$ cat config.mk
export PLATFORM = sky130hd
export DESIGN_NAME = fesc_ctrl
export DESIGN_NICKNAME = d
export VERILOG_FILES = /design/src/verilog/fesc_ctrl.v
export VERILOG_INCLUDE_DIRS = /design/src /design/src/verilog
export SDC_FILE = /design/constraint.sdc
export NUM_CORES = 1
export LEC_CHECK = 0
export BUFFER_PORTS_ARGS = -buffer_cell sky130_fd_sc_hd__buf_2
export CAP_MARGIN = 15
export CORE_UTILIZATION = 34
export CTS_BUF_LIST = sky130_fd_sc_hd__clkbuf_8
export CTS_CLUSTER_SIZE = 16
export DETAILED_ROUTE_END_ITERATION = 6
export PLACE_DENSITY = 0.58
export SLEW_MARGIN = 20
export SYNTH_ARGS = -nofsm -noshare
export SYNTH_HDL_FRONTEND = slang
export SYNTH_SLANG_ARGS = --single-unit
$ cat constraint.sdc
create_clock -name clk_sys -period 2.3 [get_ports clk_sys]
set_clock_uncertainty 0.05 [all_clocks]
set_input_delay 0.23 -clock clk_sys [delete_from_list [all_inputs] [get_ports clk_sys]]
set_output_delay 0.23 -clock clk_sys [all_outputs]
set_load 0.01 [all_outputs]
$ cat src/verilog/fesc_map.vh
// register map, command bytes and timing counts for the flash suspend controller
`ifndef FESC_MAP_VH
`define FESC_MAP_VH
// controller registers (byte addresses of own choosing)
`define FESC_REG_CTRL      4'h0
`define FESC_REG_ADDR      4'h4
`define FESC_REG_DATA      4'h8
`define FESC_REG_STATUS    4'hc
// control register fields
`define FESC_CTRL_GO       0
`define FESC_CTRL_OP_LSB   1
`define FESC_CTRL_OP_MSB   3
// operation codes written into the control register
`define FESC_OP_SUSPEND    3'h0
`define FESC_OP_RESUME     3'h1
`define FESC_OP_READ       3'h2
`define FESC_OP_ERASE      3'h3
`define FESC_OP_STATUS     3'h4
`define FESC_OP_SETUP      3'h5
// device command bytes
`define FESC_CMD_SUSPEND   8'hb0
`define FESC_CMD_RESUME    8'hd0
`define FESC_CMD_READ      8'hff
`define FESC_CMD_ERASE     8'h20
`define FESC_CMD_CONFIRM   8'hd0
`define FESC_CMD_STATUS    8'h70
// address bit where the block index starts; reads in a suspended block are refused until a resume or status operation
`define FESC_BLK_LSB       12
// device status bit positions
`define FESC_SR_READY      7
`define FESC_SR_SUSP       6
`define FESC_SR_ERASE_ERR  5
`define FESC_SR_PROG_ERR   4
// timing: recovery after reset/power-down release and the clock period, in ns
`define FESC_T_RECOVER_NS  480
`define FESC_CLK_NS        50
// bus phase length in cycles (strobe low time and high time)
`define FESC_PHASE_CYC     2
// status polls before giving up
`define FESC_POLL_MAX      16'hffff
`endif

$ cat src/verilog/fesc_ctrl.v
// host-side controller sequencing erase, suspend, resume and reads on a parallel flash bus
// How it works
// - suspend writes b0 to pause erase
// - poll ready bit, toggling output enable
// - write ff, read other blocks only until a resume or status operation
// - resume writes d0 to restart erase
// - wait 480 ns after reset release
// - erase is 20 then d0 in block
//
// The address-and-strobe port and the register offsets were chosen for this implementation.
`timescale 1ns/10ps
`include "fesc_map.vh"
module fesc_ctrl #(
  parameter AW = 17
) (
  input  wire          clk_sys,
  input  wire          rst_b,
  input  wire [3:0]    reg_addr,
  input  wire [31:0]   reg_wdata,
  input  wire          reg_wr,
  input  wire          reg_rd,
  output reg  [31:0]   reg_rdata,
  output reg  [AW-1:0] flash_addr,
  output reg  [7:0]    flash_dq_out,
  output reg           flash_dq_oe_b,
  input  wire [7:0]    flash_dq_in,
  output reg           flash_ce_b,
  output reg           flash_oe_b,
  output reg           flash_we_b,
  output reg           reset_powerdown_pin
);
  localparam RECOVER_CYC = (`FESC_T_RECOVER_NS + `FESC_CLK_NS - 1) / `FESC_CLK_NS;
  localparam [3:0] S_RECOVER = 4'h0;
  localparam [3:0] S_IDLE    = 4'h1;
  localparam [3:0] S_WR_LO   = 4'h2;
  localparam [3:0] S_WR_HI   = 4'h3;
  localparam [3:0] S_RD_LO   = 4'h4;
  localparam [3:0] S_RD_HI   = 4'h5;
  localparam [3:0] S_DONE    = 4'h6;

  // recovery counter; the flash needs time after its reset pin rises
  localparam [4:0] RECOVER_LD = RECOVER_CYC[4:0];
  // coarse blocks: safe side, may refuse a read that the device would allow
  localparam BLK_LSB = `FESC_BLK_LSB;

  // synchronised data bus from the pins
  reg  [7:0]    dq_meta;
  reg  [7:0]    dq_sync;

  reg  [3:0]    state;
  reg  [2:0]    op;
  reg  [1:0]    step;
  reg  [4:0]    wait_cnt;
  reg  [AW-1:0] addr_reg;
  reg  [7:0]    rd_data;
  reg  [7:0]    dev_status;
  reg  [15:0]   poll_cnt;
  reg           busy;
  reg           timeout;
  reg           resp_susp;
  reg           rst_req;
  reg           blk_refused;
  reg  [AW-1:0] erase_addr;

  // byte that a given operation writes at a given step
  function [7:0] cmd_byte;
    input [2:0] o;
    input [1:0] s;
    begin
      case (o)
        `FESC_OP_SUSPEND: cmd_byte = `FESC_CMD_SUSPEND;
        `FESC_OP_RESUME:  cmd_byte = `FESC_CMD_RESUME;
        `FESC_OP_ERASE:   cmd_byte = (s == 2'd0) ? `FESC_CMD_ERASE : `FESC_CMD_CONFIRM;
        `FESC_OP_STATUS:  cmd_byte = `FESC_CMD_STATUS;
        `FESC_OP_SETUP:   cmd_byte = `FESC_CMD_ERASE;
        default:          cmd_byte = `FESC_CMD_READ;
      endcase
    end
  endfunction

  // block index of an address
  function [AW-1:0] blk_idx;
    input [AW-1:0] a;
    begin
      blk_idx = a >> BLK_LSB;
    end
  endfunction

  // last cycle of a strobe phase
  function phase_end;
    input [4:0] c;
    begin
      phase_end = (c == `FESC_PHASE_CYC - 1);
    end
  endfunction

  wire          go_wr  = reg_wr && (reg_addr == `FESC_REG_CTRL) && reg_wdata[`FESC_CTRL_GO];
  wire [2:0]    go_op  = reg_wdata[`FESC_CTRL_OP_MSB:`FESC_CTRL_OP_LSB];

  // a read inside the suspended block would see status, not array data
  wire          refuse = (go_op == `FESC_OP_READ) && resp_susp &&
                         (blk_idx(addr_reg) == blk_idx(erase_addr));

  always @(posedge clk_sys) begin
    dq_meta <= flash_dq_in;
    dq_sync <= dq_meta;
  end

  always @(posedge clk_sys) begin
    if (!rst_b) begin
      state               <= S_RECOVER;
      op                  <= 3'h0;
      step                <= 2'd0;
      wait_cnt            <= RECOVER_LD;
      addr_reg            <= {AW{1'b0}};
      rd_data             <= 8'h00;
      dev_status          <= 8'h00;
      poll_cnt            <= 16'h0000;
      busy                <= 1'b1;
      timeout             <= 1'b0;
      resp_susp           <= 1'b0;
      rst_req             <= 1'b0;
      blk_refused         <= 1'b0;
      erase_addr          <= {AW{1'b0}};
      flash_addr          <= {AW{1'b0}};
      flash_dq_out        <= 8'h00;
      flash_dq_oe_b       <= 1'b1;
      flash_ce_b          <= 1'b1;
      flash_oe_b          <= 1'b1;
      flash_we_b          <= 1'b1;
      reset_powerdown_pin <= 1'b0;
    end else begin
      if (reg_wr && reg_addr == `FESC_REG_ADDR)
        addr_reg <= reg_wdata[AW-1:0];
      case (state)
        S_RECOVER: begin
          reset_powerdown_pin <= 1'b1;
          // no chip-enable access until the recovery time has passed
          if (wait_cnt == 5'd0) begin
            state <= S_IDLE;
            busy  <= 1'b0;
          end else begin
            wait_cnt <= wait_cnt - 5'd1;
          end
        end

        S_IDLE: begin
          // a pending pin reset goes first so no access starts with the pin low
          if (rst_req) begin
            rst_req  <= 1'b0;
            busy     <= 1'b1;
            wait_cnt <= RECOVER_LD;
            state    <= S_RECOVER;
          end else if (go_wr) begin
            op          <= go_op;
            step        <= 2'd0;
            busy        <= 1'b1;
            timeout     <= 1'b0;
            blk_refused <= refuse;
            poll_cnt    <= 16'h0000;
            flash_addr  <= (go_op == `FESC_OP_STATUS) ? flash_addr : addr_reg;
            if (go_op == `FESC_OP_ERASE)
              erase_addr <= addr_reg;
            if (refuse)
              state <= S_DONE;
            else
              state <= S_WR_LO;
            wait_cnt    <= 5'd0;
          end else if (reg_wr && reg_addr == `FESC_REG_STATUS && reg_wdata[0]) begin
            // software pulse of the flash reset pin, then recovery again
            reset_powerdown_pin <= 1'b0;
            busy                <= 1'b1;
            rst_req             <= 1'b1;
          end
        end

        S_WR_LO: begin
          flash_dq_out  <= cmd_byte(op, step);
          flash_dq_oe_b <= 1'b0;
          flash_ce_b    <= 1'b0;
          flash_we_b    <= 1'b0;
          if (phase_end(wait_cnt)) begin
            wait_cnt <= 5'd0;
            state    <= S_WR_HI;
          end else begin
            wait_cnt <= wait_cnt + 5'd1;
          end
        end

        S_WR_HI: begin
          // strobe rises first; data held one more phase for hold time
          flash_we_b <= 1'b1;
          flash_ce_b <= 1'b1;
          if (phase_end(wait_cnt)) begin
            wait_cnt      <= 5'd0;
            flash_dq_oe_b <= 1'b1;
            if (op == `FESC_OP_ERASE && step == 2'd0) begin
              step  <= 2'd1;
              state <= S_WR_LO;
            end else if (op == `FESC_OP_ERASE || op == `FESC_OP_SETUP) begin
              // erase runs on in the device, so a suspend can be issued meanwhile
              state <= S_DONE;
            end else if (op == `FESC_OP_READ) begin
              state <= S_RD_LO;
            end else if (op == `FESC_OP_RESUME) begin
              resp_susp <= 1'b0;
              state     <= S_DONE;
            end else begin
              state <= S_RD_LO;
            end
          end else begin
            wait_cnt <= wait_cnt + 5'd1;
          end
        end

        S_RD_LO: begin
          flash_ce_b <= 1'b0;
          flash_oe_b <= 1'b0;
          // one phase plus two synchroniser stages before sampling
          if (wait_cnt == `FESC_PHASE_CYC + 2) begin
            wait_cnt <= 5'd0;
            rd_data  <= dq_sync;
            state    <= S_RD_HI;
          end else begin
            wait_cnt <= wait_cnt + 5'd1;
          end
        end

        S_RD_HI: begin
          // deassert output enable between polls so status refreshes
          flash_oe_b <= 1'b1;
          flash_ce_b <= 1'b1;
          if (phase_end(wait_cnt)) begin
            wait_cnt <= 5'd0;
            if (op == `FESC_OP_READ) begin
              state <= S_DONE;
            end else begin
              dev_status <= rd_data;
              if (rd_data[`FESC_SR_READY]) begin
                // a suspend that found no erase running leaves this clear
                resp_susp <= (op == `FESC_OP_SUSPEND) & rd_data[`FESC_SR_SUSP];
                state     <= S_DONE;
              end else if (poll_cnt == `FESC_POLL_MAX) begin
                timeout <= 1'b1;
                state   <= S_DONE;
              end else begin
                poll_cnt <= poll_cnt + 16'h0001;
                state    <= S_RD_LO;
              end
            end
          end else begin
            wait_cnt <= wait_cnt + 5'd1;
          end
        end

        S_DONE: begin
          busy  <= 1'b0;
          state <= S_IDLE;
        end

        default: begin
          state <= S_IDLE;
        end
      endcase
    end
  end

  // register read port, data one cycle after the strobe
  always @(posedge clk_sys) begin
    if (!rst_b) begin
      reg_rdata <= 32'h00000000;
    end else if (reg_rd) begin

      if (reg_addr == `FESC_REG_CTRL) begin
        reg_rdata <= {28'h0000000, op, busy};
      end else if (reg_addr == `FESC_REG_ADDR) begin
        reg_rdata <= {{(32-AW){1'b0}}, addr_reg};
      end else if (reg_addr == `FESC_REG_DATA) begin
        reg_rdata <= {24'h000000, rd_data};
      end else if (reg_addr == `FESC_REG_STATUS) begin
        // both error bits together mean a bad erase sequence
        reg_rdata <= {19'h00000, blk_refused, timeout, resp_susp,
                      dev_status[`FESC_SR_ERASE_ERR] & dev_status[`FESC_SR_PROG_ERR],
                      1'b0, dev_status};
      end else begin
        reg_rdata <= 32'h00000000;
      end

    end else begin
      reg_rdata <= 32'h00000000;
    end
  end
endmodule

Word-level counts from Yosys, hierarchy flattened
Index checks and enable logic that the tools add are counted.
Word-level totals
  ROM bits: 0
  flip-flop bits (word level): 163
  latch bits: 0
  memories kept: 0
  RAM bits: 0
  word-level logic and storage cells: 195
  output and inout port bits: 62
Operators by class
  multipliers: 0
  magnitude comparators: 0
  div/mod/pow operators: 0
  reduce and logical (&&, ||, !) cells: 43
  shifts and indexed selects: 0
  mux-type cells: 73
  eq/ne operators: 43
  bitwise gates (word level): 7
  add/sub/neg operators: 3
Operator list (number)
  $mux W16: 6
  $ne A2 B2 Y1 const B: 20
  $pmux W8 S5: 1
  $mux W4: 8
  $pmux W16 S2: 1
  $mux W13: 2
  $mux W1: 25
  $mux W5: 5
  $pmux W4 S6: 1
  $mux W2: 10
  $pmux W5 S4: 1
  $mux W17: 1
  $add A16 B1 Y16 const B: 1
  $eq A16 B16 Y1 const B: 1
  $eq A4 B3 Y1 const B: 4
  $pmux W1 S2: 7
  $reduce_and A7 Y1: 2
  $reduce_bool A2 Y1: 7
  $eq A3 B2 Y1 const B: 4
  $reduce_and A3 Y1: 4
  $reduce_and A4 Y1: 3
  $eq A3 B3 Y1 const B: 3
  $reduce_and A9 Y1: 1
  $eq A4 B2 Y1 const B: 2
  other kinds (30): 49

Depth between registers and ports, before layout
Gate-level depths: netlist of the first run.
  depth in word-level cells: 7
  mapped depth: 8
  mapped depth without buffers: 7

Worst setup path after synthesis of the first run
OpenSTA, ideal clock, no wires.
  kind: reg-to-reg
  from: register state[1]
  to: register poll_cnt[13]
  arrival: 2.014 ns
  slack: 0.166 ns
  buffers on the path: 2
  library setup time: 0.070 ns
  stages on the path, launching flop included: 8
  data required time: 2.180 ns
  path through: dfxtp_1 -> or4b_1 -> buf_2 -> nor3_4 -> a31oi_2 -> buf_6 -> or4_1 -> a21oi_1
Between the ends
  cells in the longest elaborated chain, start to end: 3
Ends and longest elaborated chain
  start, declared: RTL line fesc_ctrl.v:50  | reg [3:0] state;
  start signal, assigned: RTL line fesc_ctrl.v:111  | state <= S_RECOVER;
  start signal, assigned: RTL line fesc_ctrl.v:140  | state <= S_IDLE;
  start signal, assigned: RTL line fesc_ctrl.v:153  | state <= S_RECOVER;
  $eq A4 B3 Y1 or $eq A4 B1 Y1 (tied branches): RTL line fesc_ctrl.v:135  | case (state)
  $ne A2 B2 Y1 (no line) or $reduce_bool A2 Y1 (tied branches)
  $reduce_and A7 Y1 (no line)
  end signal, assigned: RTL line fesc_ctrl.v:247  | poll_cnt <= poll_cnt + 16'h0001;
  end, declared: RTL line fesc_ctrl.v:57  | reg [15:0] poll_cnt;
Parallel ways exist; a longest one is shown, timed or not.
A chain may end at the register's enable or synchronous reset.

Final worst setup path of the first run
  from: register wait_cnt[1]
  to: register poll_cnt[5]
Between the ends
  cells in the longest elaborated chain, start to end: 3
Ends and longest elaborated chain
  start, declared: RTL line fesc_ctrl.v:53  | reg [4:0] wait_cnt;
  start signal, assigned: RTL line fesc_ctrl.v:143  | wait_cnt <= wait_cnt - 5'd1;
  start signal, assigned: RTL line fesc_ctrl.v:186  | wait_cnt <= wait_cnt + 5'd1;
  start signal, assigned: RTL line fesc_ctrl.v:212  | wait_cnt <= wait_cnt + 5'd1;
  $eq A5 B1 Y1: RTL line fesc_ctrl.v:93  | phase_end = (c == `FESC_PHASE_CYC - 1);
  $ne A2 B2 Y1 (no line)
  $reduce_and A7 Y1 (no line)
No other way between the ends.

==> reports/results.tsv, run 1 <==
stage	metric	value	unit
outcome	outcome	finished, final reports clean	
global_routing	grtUsageTotal	0.171	
timing	finalSetupViolations	0	
clock_tree	cts_tree	built	
worst_setup_path	reg2reg_from	wait_cnt[1]	
worst_setup_path	worst-path-max-fanout	22	
clock_tree	cts_made_buffers	17	
routing	wirelength	14400	um
routing	wl_per_cell	14.8	um
final_layout	drive_above_1_share	0.217	
placement	place_hpwl	10300	um
final_layout	nets	795	
die	io_pins	110	
global_routing	grt_pass1_vias	4707	
timing	max_slew.worst_pin.slew	0.656	ns
routing	drtPass1Iterations	5	
clock_tree	clk_path_buf_depth	2	
die	rows	47	
timing	maxSlewHeadroom	0.563	
synth	async_flop_share	0	
routing	drtIter0Drc	225	
timing	final_max_slew_viol_count	0	
final_layout	post-route-util	0.431	
die	dieArea	17500	um2
synth	synth_area_leaders	dfxtp_1 45%, mux2i_1 8.3%, nand2_1 5.1%	
synth	synthFlopType	dfxtp_1	
global_routing	grt_pass1_wl	23800	um
final_layout	final_cell_mix	131 x dfxtp_1, 79 x nand2_1, 79 x buf_2, 48 x mux2i_1, 45 x nor2b_1	
worst_setup_path	crit_type	reg -> reg	
worst_setup_path	cp-start-kind	flip-flop	
final_layout	layout_commonest_cell	dfxtp_1	
worst_setup_path	end_kind	flip-flop	
routing	via_count	4778	
worst_setup_path	regToRegSetupSlack	0.17	ns
timing	hold_viol	0	
job	maxCapViolCount	0	
die	core	16600	um2
routing	drc	0	
clock_tree	numClockSinks	131	
die	die_h	132	um
timing	rsz0062_at_grt	false	
synth	synth_area_leader_cell	dfxtp_1	
global_routing	antenna_found_initial	3	
global_routing	grt_max_degree	36	
synth	yosysUniqueCellTypes	65	
routing	antenna_left	0	
clock_tree	htree_levels	4	
power	power_density	752	nW/um2
synth	netlist_area	5770	um2
synth	yosys_warnings	0	
hold_path	worstHoldStart	reg_wdata[1]	
synth	avgSynthCellArea	9.20	um2
hold_path	hp-class	in -> reg	
worst_setup_path	crit_arrival	2.44	ns
final_layout	area_delta_synth_final	24.0	%
worst_setup_path	startpoint	wait_cnt[1]	
placement	finalWeightedCongestion	0.785	
timing	fin_tns_setup	0	ns
timing	min_period_over_period	0.927	
worst_setup_path	cp.required	2.61	ns
synth	synth_top_area_share	0.455	
global_routing	grt-ovfl-total	0	
clock_tree	clk_latency	0.43	ns
synth	seq_area_frac_synth	0.455	
clock_tree	root_buffer	clkbuf_8	
placement	port_buffers	79	
synth	synth-seq-cells	131	
synth	syn_inst	627	
routing	detail_route.vias_per_cell	4.91	
power	irDropWorstVdd	0.000457	V
power	leakage	2.78	nW
die	fp.dieW	132	um
clock_tree	clk_pin_slew	0.07	ns
synth	synth_edf_count	0	
timing	fin_crit	2.13	ns
timing	fmax	0.469	GHz
die	initial_core_util	0.348	
-- cells in the mapped netlist (9+ instances only) --
cell,n
o31ai_1,9
mux2i_1,48
or2_2,9
nand3_1,13
clkbuf_1,29
o21ai_0,15
buf_4,18
dfxtp_1,131
nand2_1,79
nor2b_1,45
a21boi_0,27
and2_1,9
nor3_1,10
nor2_1,26
inv_1,11
nand4_1,10
a21oi_1,28
-- power breakdown --
part / switching, W / leakage [nW] / internal (W)
combinational: 0.000427 / 1.50 / 0.000360
clock: 0.000919 / 0.220 / 0.00124
sequential: 0.0000929 / 1.06 / 0.00234
-- cell type report --
type / count / area, um2
diodes: 1 / 2.50
clock buffers: 19 / 262
clock inverters: 13 / 183
fillers: 1645 / 9430
inverters: 11 / 41.3
multi-input cells: 445 / 2890
flip-flops and latches: 131 / 2620
well taps: 220 / 275
repair buffers: 133 / 878
-- per-layer routing --
| layer | GRT usage | wire, um |
|---|---|---|
| met5 | 0 | 13 |
| met4 | 0.0619 | 279 |
| met3 | 0.0534 | 875 |
| met2 | 0.284 | 6850 |
| met1 | 0.206 | 6390 |
-- path summary, 6_finish.rpt --
kind | depth (start not counted) | to
hold / removal | 3 | addr_reg[1]
setup reg to reg | 7 | poll_cnt[5]
setup / recovery | 7 | poll_cnt[5]
hold reg to reg | 0 | dq_sync[4]
-- stage by stage --
step                      std cells  cell area [um2]  setup slack (ns)  hold WS [ns]  power, W
after floorplan                 641             5820             0.166         0.208   0.00301
after global placement          917             6460             0.156         0.263   0.00319
after detailed placement        917             6460             0.117         0.263   0.00322
after CTS                       970             7120            0.0809       0.00181   0.00543
after global routing            972             7150           0.00440        0.0104   0.00565
final                           973             7150             0.168        0.0387   0.00538
-- critical path, stage by stage, from the launching register on --
cell and delay, ns:
dfxtp_1 0.34, inv_1 0.13, ha_1 0.18, nor4b_2 0.34, a31oi_2 0.19, buf_12 0.19
or4_1 0.47, a21oi_1 0.16
-- what timing repair did --
item                                    CTS  global route
hold buffers                             21             0
gates resized for setup                   0             3
endpoints found under the setup margin    0            16
setup buffers                             0             2
endpoints found under the hold margin    21             0
-- kinds of logic after synthesis --
| group | synth area share |
|---|---|
| AND/OR/NAND/NOR | 0.231 |
| flip-flops | 0.455 |
| AO/OA/AOI/OAI | 0.144 |
| buffers and inverters | 0.0564 |
| multiplexers | 0.0872 |
| adder cells (fa/ha/maj) | 0.0174 |
| XOR/XNOR | 0.00911 |
| other | 0.000650 |
Note: power is estimated with default switching activity, not from simulation.
==> run 2, diff against run 1 <==
--- a/config.mk
+++ b/config.mk
@@ -13,7 +13,7 @@
 export CTS_CLUSTER_SIZE = 16
 export DETAILED_ROUTE_END_ITERATION = 6
 export PLACE_DENSITY = 0.58
-export SLEW_MARGIN = 20
+export REMOVE_ABC_BUFFERS = 1
 export SYNTH_ARGS = -nofsm -noshare
 export SYNTH_HDL_FRONTEND = slang
 export SYNTH_SLANG_ARGS = --single-unit
==> run 2 against run 1 <==
Non-clock buffer count shrank 6. Worst setup slack got worse by 0.047 ns. Cell count down 0.72%. Sequential share of layout area grew 0.47 points. Power decreased by 3.0%. Via count rose by 0.65%. Die area unchanged. Critical path depth is 1 lower. Fmax down 2.2%. Clock-buffer cell count decreased by 1.
==> reports/results.tsv, run 2 (synthesis results as in run 1) <==
stage	metric	value	unit	change
final_layout	layout_commonest_cell	dfxtp_1		
die	die_h	132	um	unchanged
worst_setup_path	regToRegSetupSlack	0.12	ns	-0.05 ns
worst_setup_path	worstPathCellList	or4b_1 > nor3_4 > a31oi_2 > buf_4 > or4_1 > a21oi_1		
timing	min_period_over_period	0.947		+0.0205
power	irDropWorstVdd	0.000473	V	+3.4%
placement	port_buffers	79		unchanged
global_routing	grt_max_degree	91		+150%
routing	via_count	4809		+0.65%
worst_setup_path	worst-path-max-fanout	22		unchanged
routing	wl_per_cell	15.2	um	+2.6%
global_routing	grt_pass1_vias	4663		-0.93%
die	initial_core_util	0.348		unchanged
placement	post-place-ws	0.0837	ns	-0.0328 ns
worst_setup_path	end_kind	flip-flop		
routing	drtPass1Iterations	4		-1
placement	place_area	6420	um2	-0.70%
routing	drtIter0Drc	221		-1.8%
global_routing	grt-ovfl-total	0		unchanged
placement	dp.cells	911		-0.65%
timing	holdWs	0.0483	ns	+0.00957 ns
clock_tree	clk_pin_slew	0.08	ns	about the same
timing	max_slew.worst_pin.slew	0.687	ns	+0.0314 ns
worst_setup_path	crit_arrival	2.51	ns	+0.07 ns
clock_tree	cts_made_buffers	17		unchanged
final_layout	final_cell_mix	131 x dfxtp_1, 79 x nand2_1, 79 x buf_2, 48 x mux2i_1, 45 x nor2b_1		
timing	fin_crit	2.18	ns	+0.0471 ns
routing	antenna_left	0		unchanged
worst_setup_path	cp.required	2.63	ns	+0.02 ns
global_routing	antenna_found_initial	0		-3
timing	final_max_slew_viol_count	0		unchanged
clock_tree	htree_levels	4		unchanged
power	leakage	2.73	nW	-1.9%
final_layout	drive_above_1_share	0.209		-0.00764
final_layout	postLayoutCellArea	7060	um2	-1.3%
outcome	outcome	finished, final reports clean		
routing	detail_route.vias_per_cell	4.98		+1.4%
timing	fin_tns_setup	0	ns	unchanged
timing	hold_viol	0		unchanged
final_layout	fin_cells	966		-0.72%
global_routing	grtUsageTotal	0.170		-0.000633
routing	wirelength	14700	um	+1.9%
worst_setup_path	cp-start-kind	flip-flop		
timing	finalSetupViolations	0		unchanged
placement	finalWeightedCongestion	0.855		+8.9%
clock_tree	clk_path_buf_depth	2		unchanged
clock_tree	root_buffer	clkbuf_8		
routing	drc	0		unchanged
timing	fmax	0.459	GHz	-2.2%
final_layout	area_delta_synth_final	22.4	%	
die	fp.dieW	132	um	unchanged
clock_tree	clk_latency	0.45	ns	+0.02 ns
worst_setup_path	cp_slowest_cell	or4b_1		
hold_path	hp-class	in -> reg		
worst_setup_path	crit_type	reg -> reg		
die	rows	47		unchanged
die	dieArea	17500	um2	unchanged
final_layout	diodes	0		-1
power	power_density	738	nW/um2	-1.8%
die	core	16600	um2	unchanged
clock_tree	numClockSinks	131		unchanged
worst_setup_path	max_stage_delay	0.56	ns	+0.09 ns
timing	fin_ws	0.121	ns	-0.0471 ns
final_layout	nets	789		-0.75%
timing	rsz0062_at_grt	false		
timing	maxSlewHeadroom	0.538		-0.0244
die	io_pins	110		unchanged
global_routing	grt_pass1_wl	23500	um	-1.3%
job	maxCapViolCount	0		unchanged
clock_tree	cts_tree	built		
placement	place_hpwl	10100	um	-2.7%
run 2: what timing repair did:
item                                   4_1_cts  5_1_grt
setup endpoints to repair                    0        9
hold buffers                                23        0
gates resized for setup                      0        3
endpoints found under the hold margin       24        0
setup buffers                                0        0
run 2: area by class of cell:
type,instances,area (um2)
repair buffers,127,838
well taps,220,275
clock inverters,14,154
fillers,1654,9520
clock buffers,18,248
inverters,11,41.3
multi-input cells,445,2880
flip-flops and latches,131,2620
run 2: metrics by stage:
step / power, W / util
2_1_floorplan: 0.00295 / -
3_3_place_gp: 0.00320 / 0.387
3_5_place_dp: 0.00324 / 0.387
4_1_cts: 0.00524 / 0.425
5_1_grt: 0.00545 / 0.426
6_report: 0.00521 / 0.426
run 2: power by group:
part           internal (W)  switching, W
Combinational      0.000357      0.000447
Sequential          0.00234     0.0000952
Clock               0.00101      0.000969
run 2: worst max-delay path: cells and delay by family (launching register included):
| family | cells | cell delay (ns) |
|---|---|---|
| AO/OA/AOI/OAI | 2 | 0.21 |
| buffers and inverters | 1 | 0.23 |
| flip-flops | 1 | 0.37 |
| AND/OR/NAND/NOR | 3 | 1.24 |
run 2: worst paths after layout:
kind	from	to	depth (start not counted)
hold / removal	reg_wdata[3]	addr_reg[3]	3
setup reg to reg	rst_req	poll_cnt[5]	6
setup / recovery	rst_req	poll_cnt[5]	6
hold reg to reg	dq_meta[1]	dq_sync[1]	0
run 2: per-layer routing:
layer,track usage,up-vias,routed length (um)
li1,-,2394,-
met2,0.279,91,7000
met3,0.0458,21,516
met1,0.213,2303,6940
met4,0.0632,0,227
met5,0,-,0
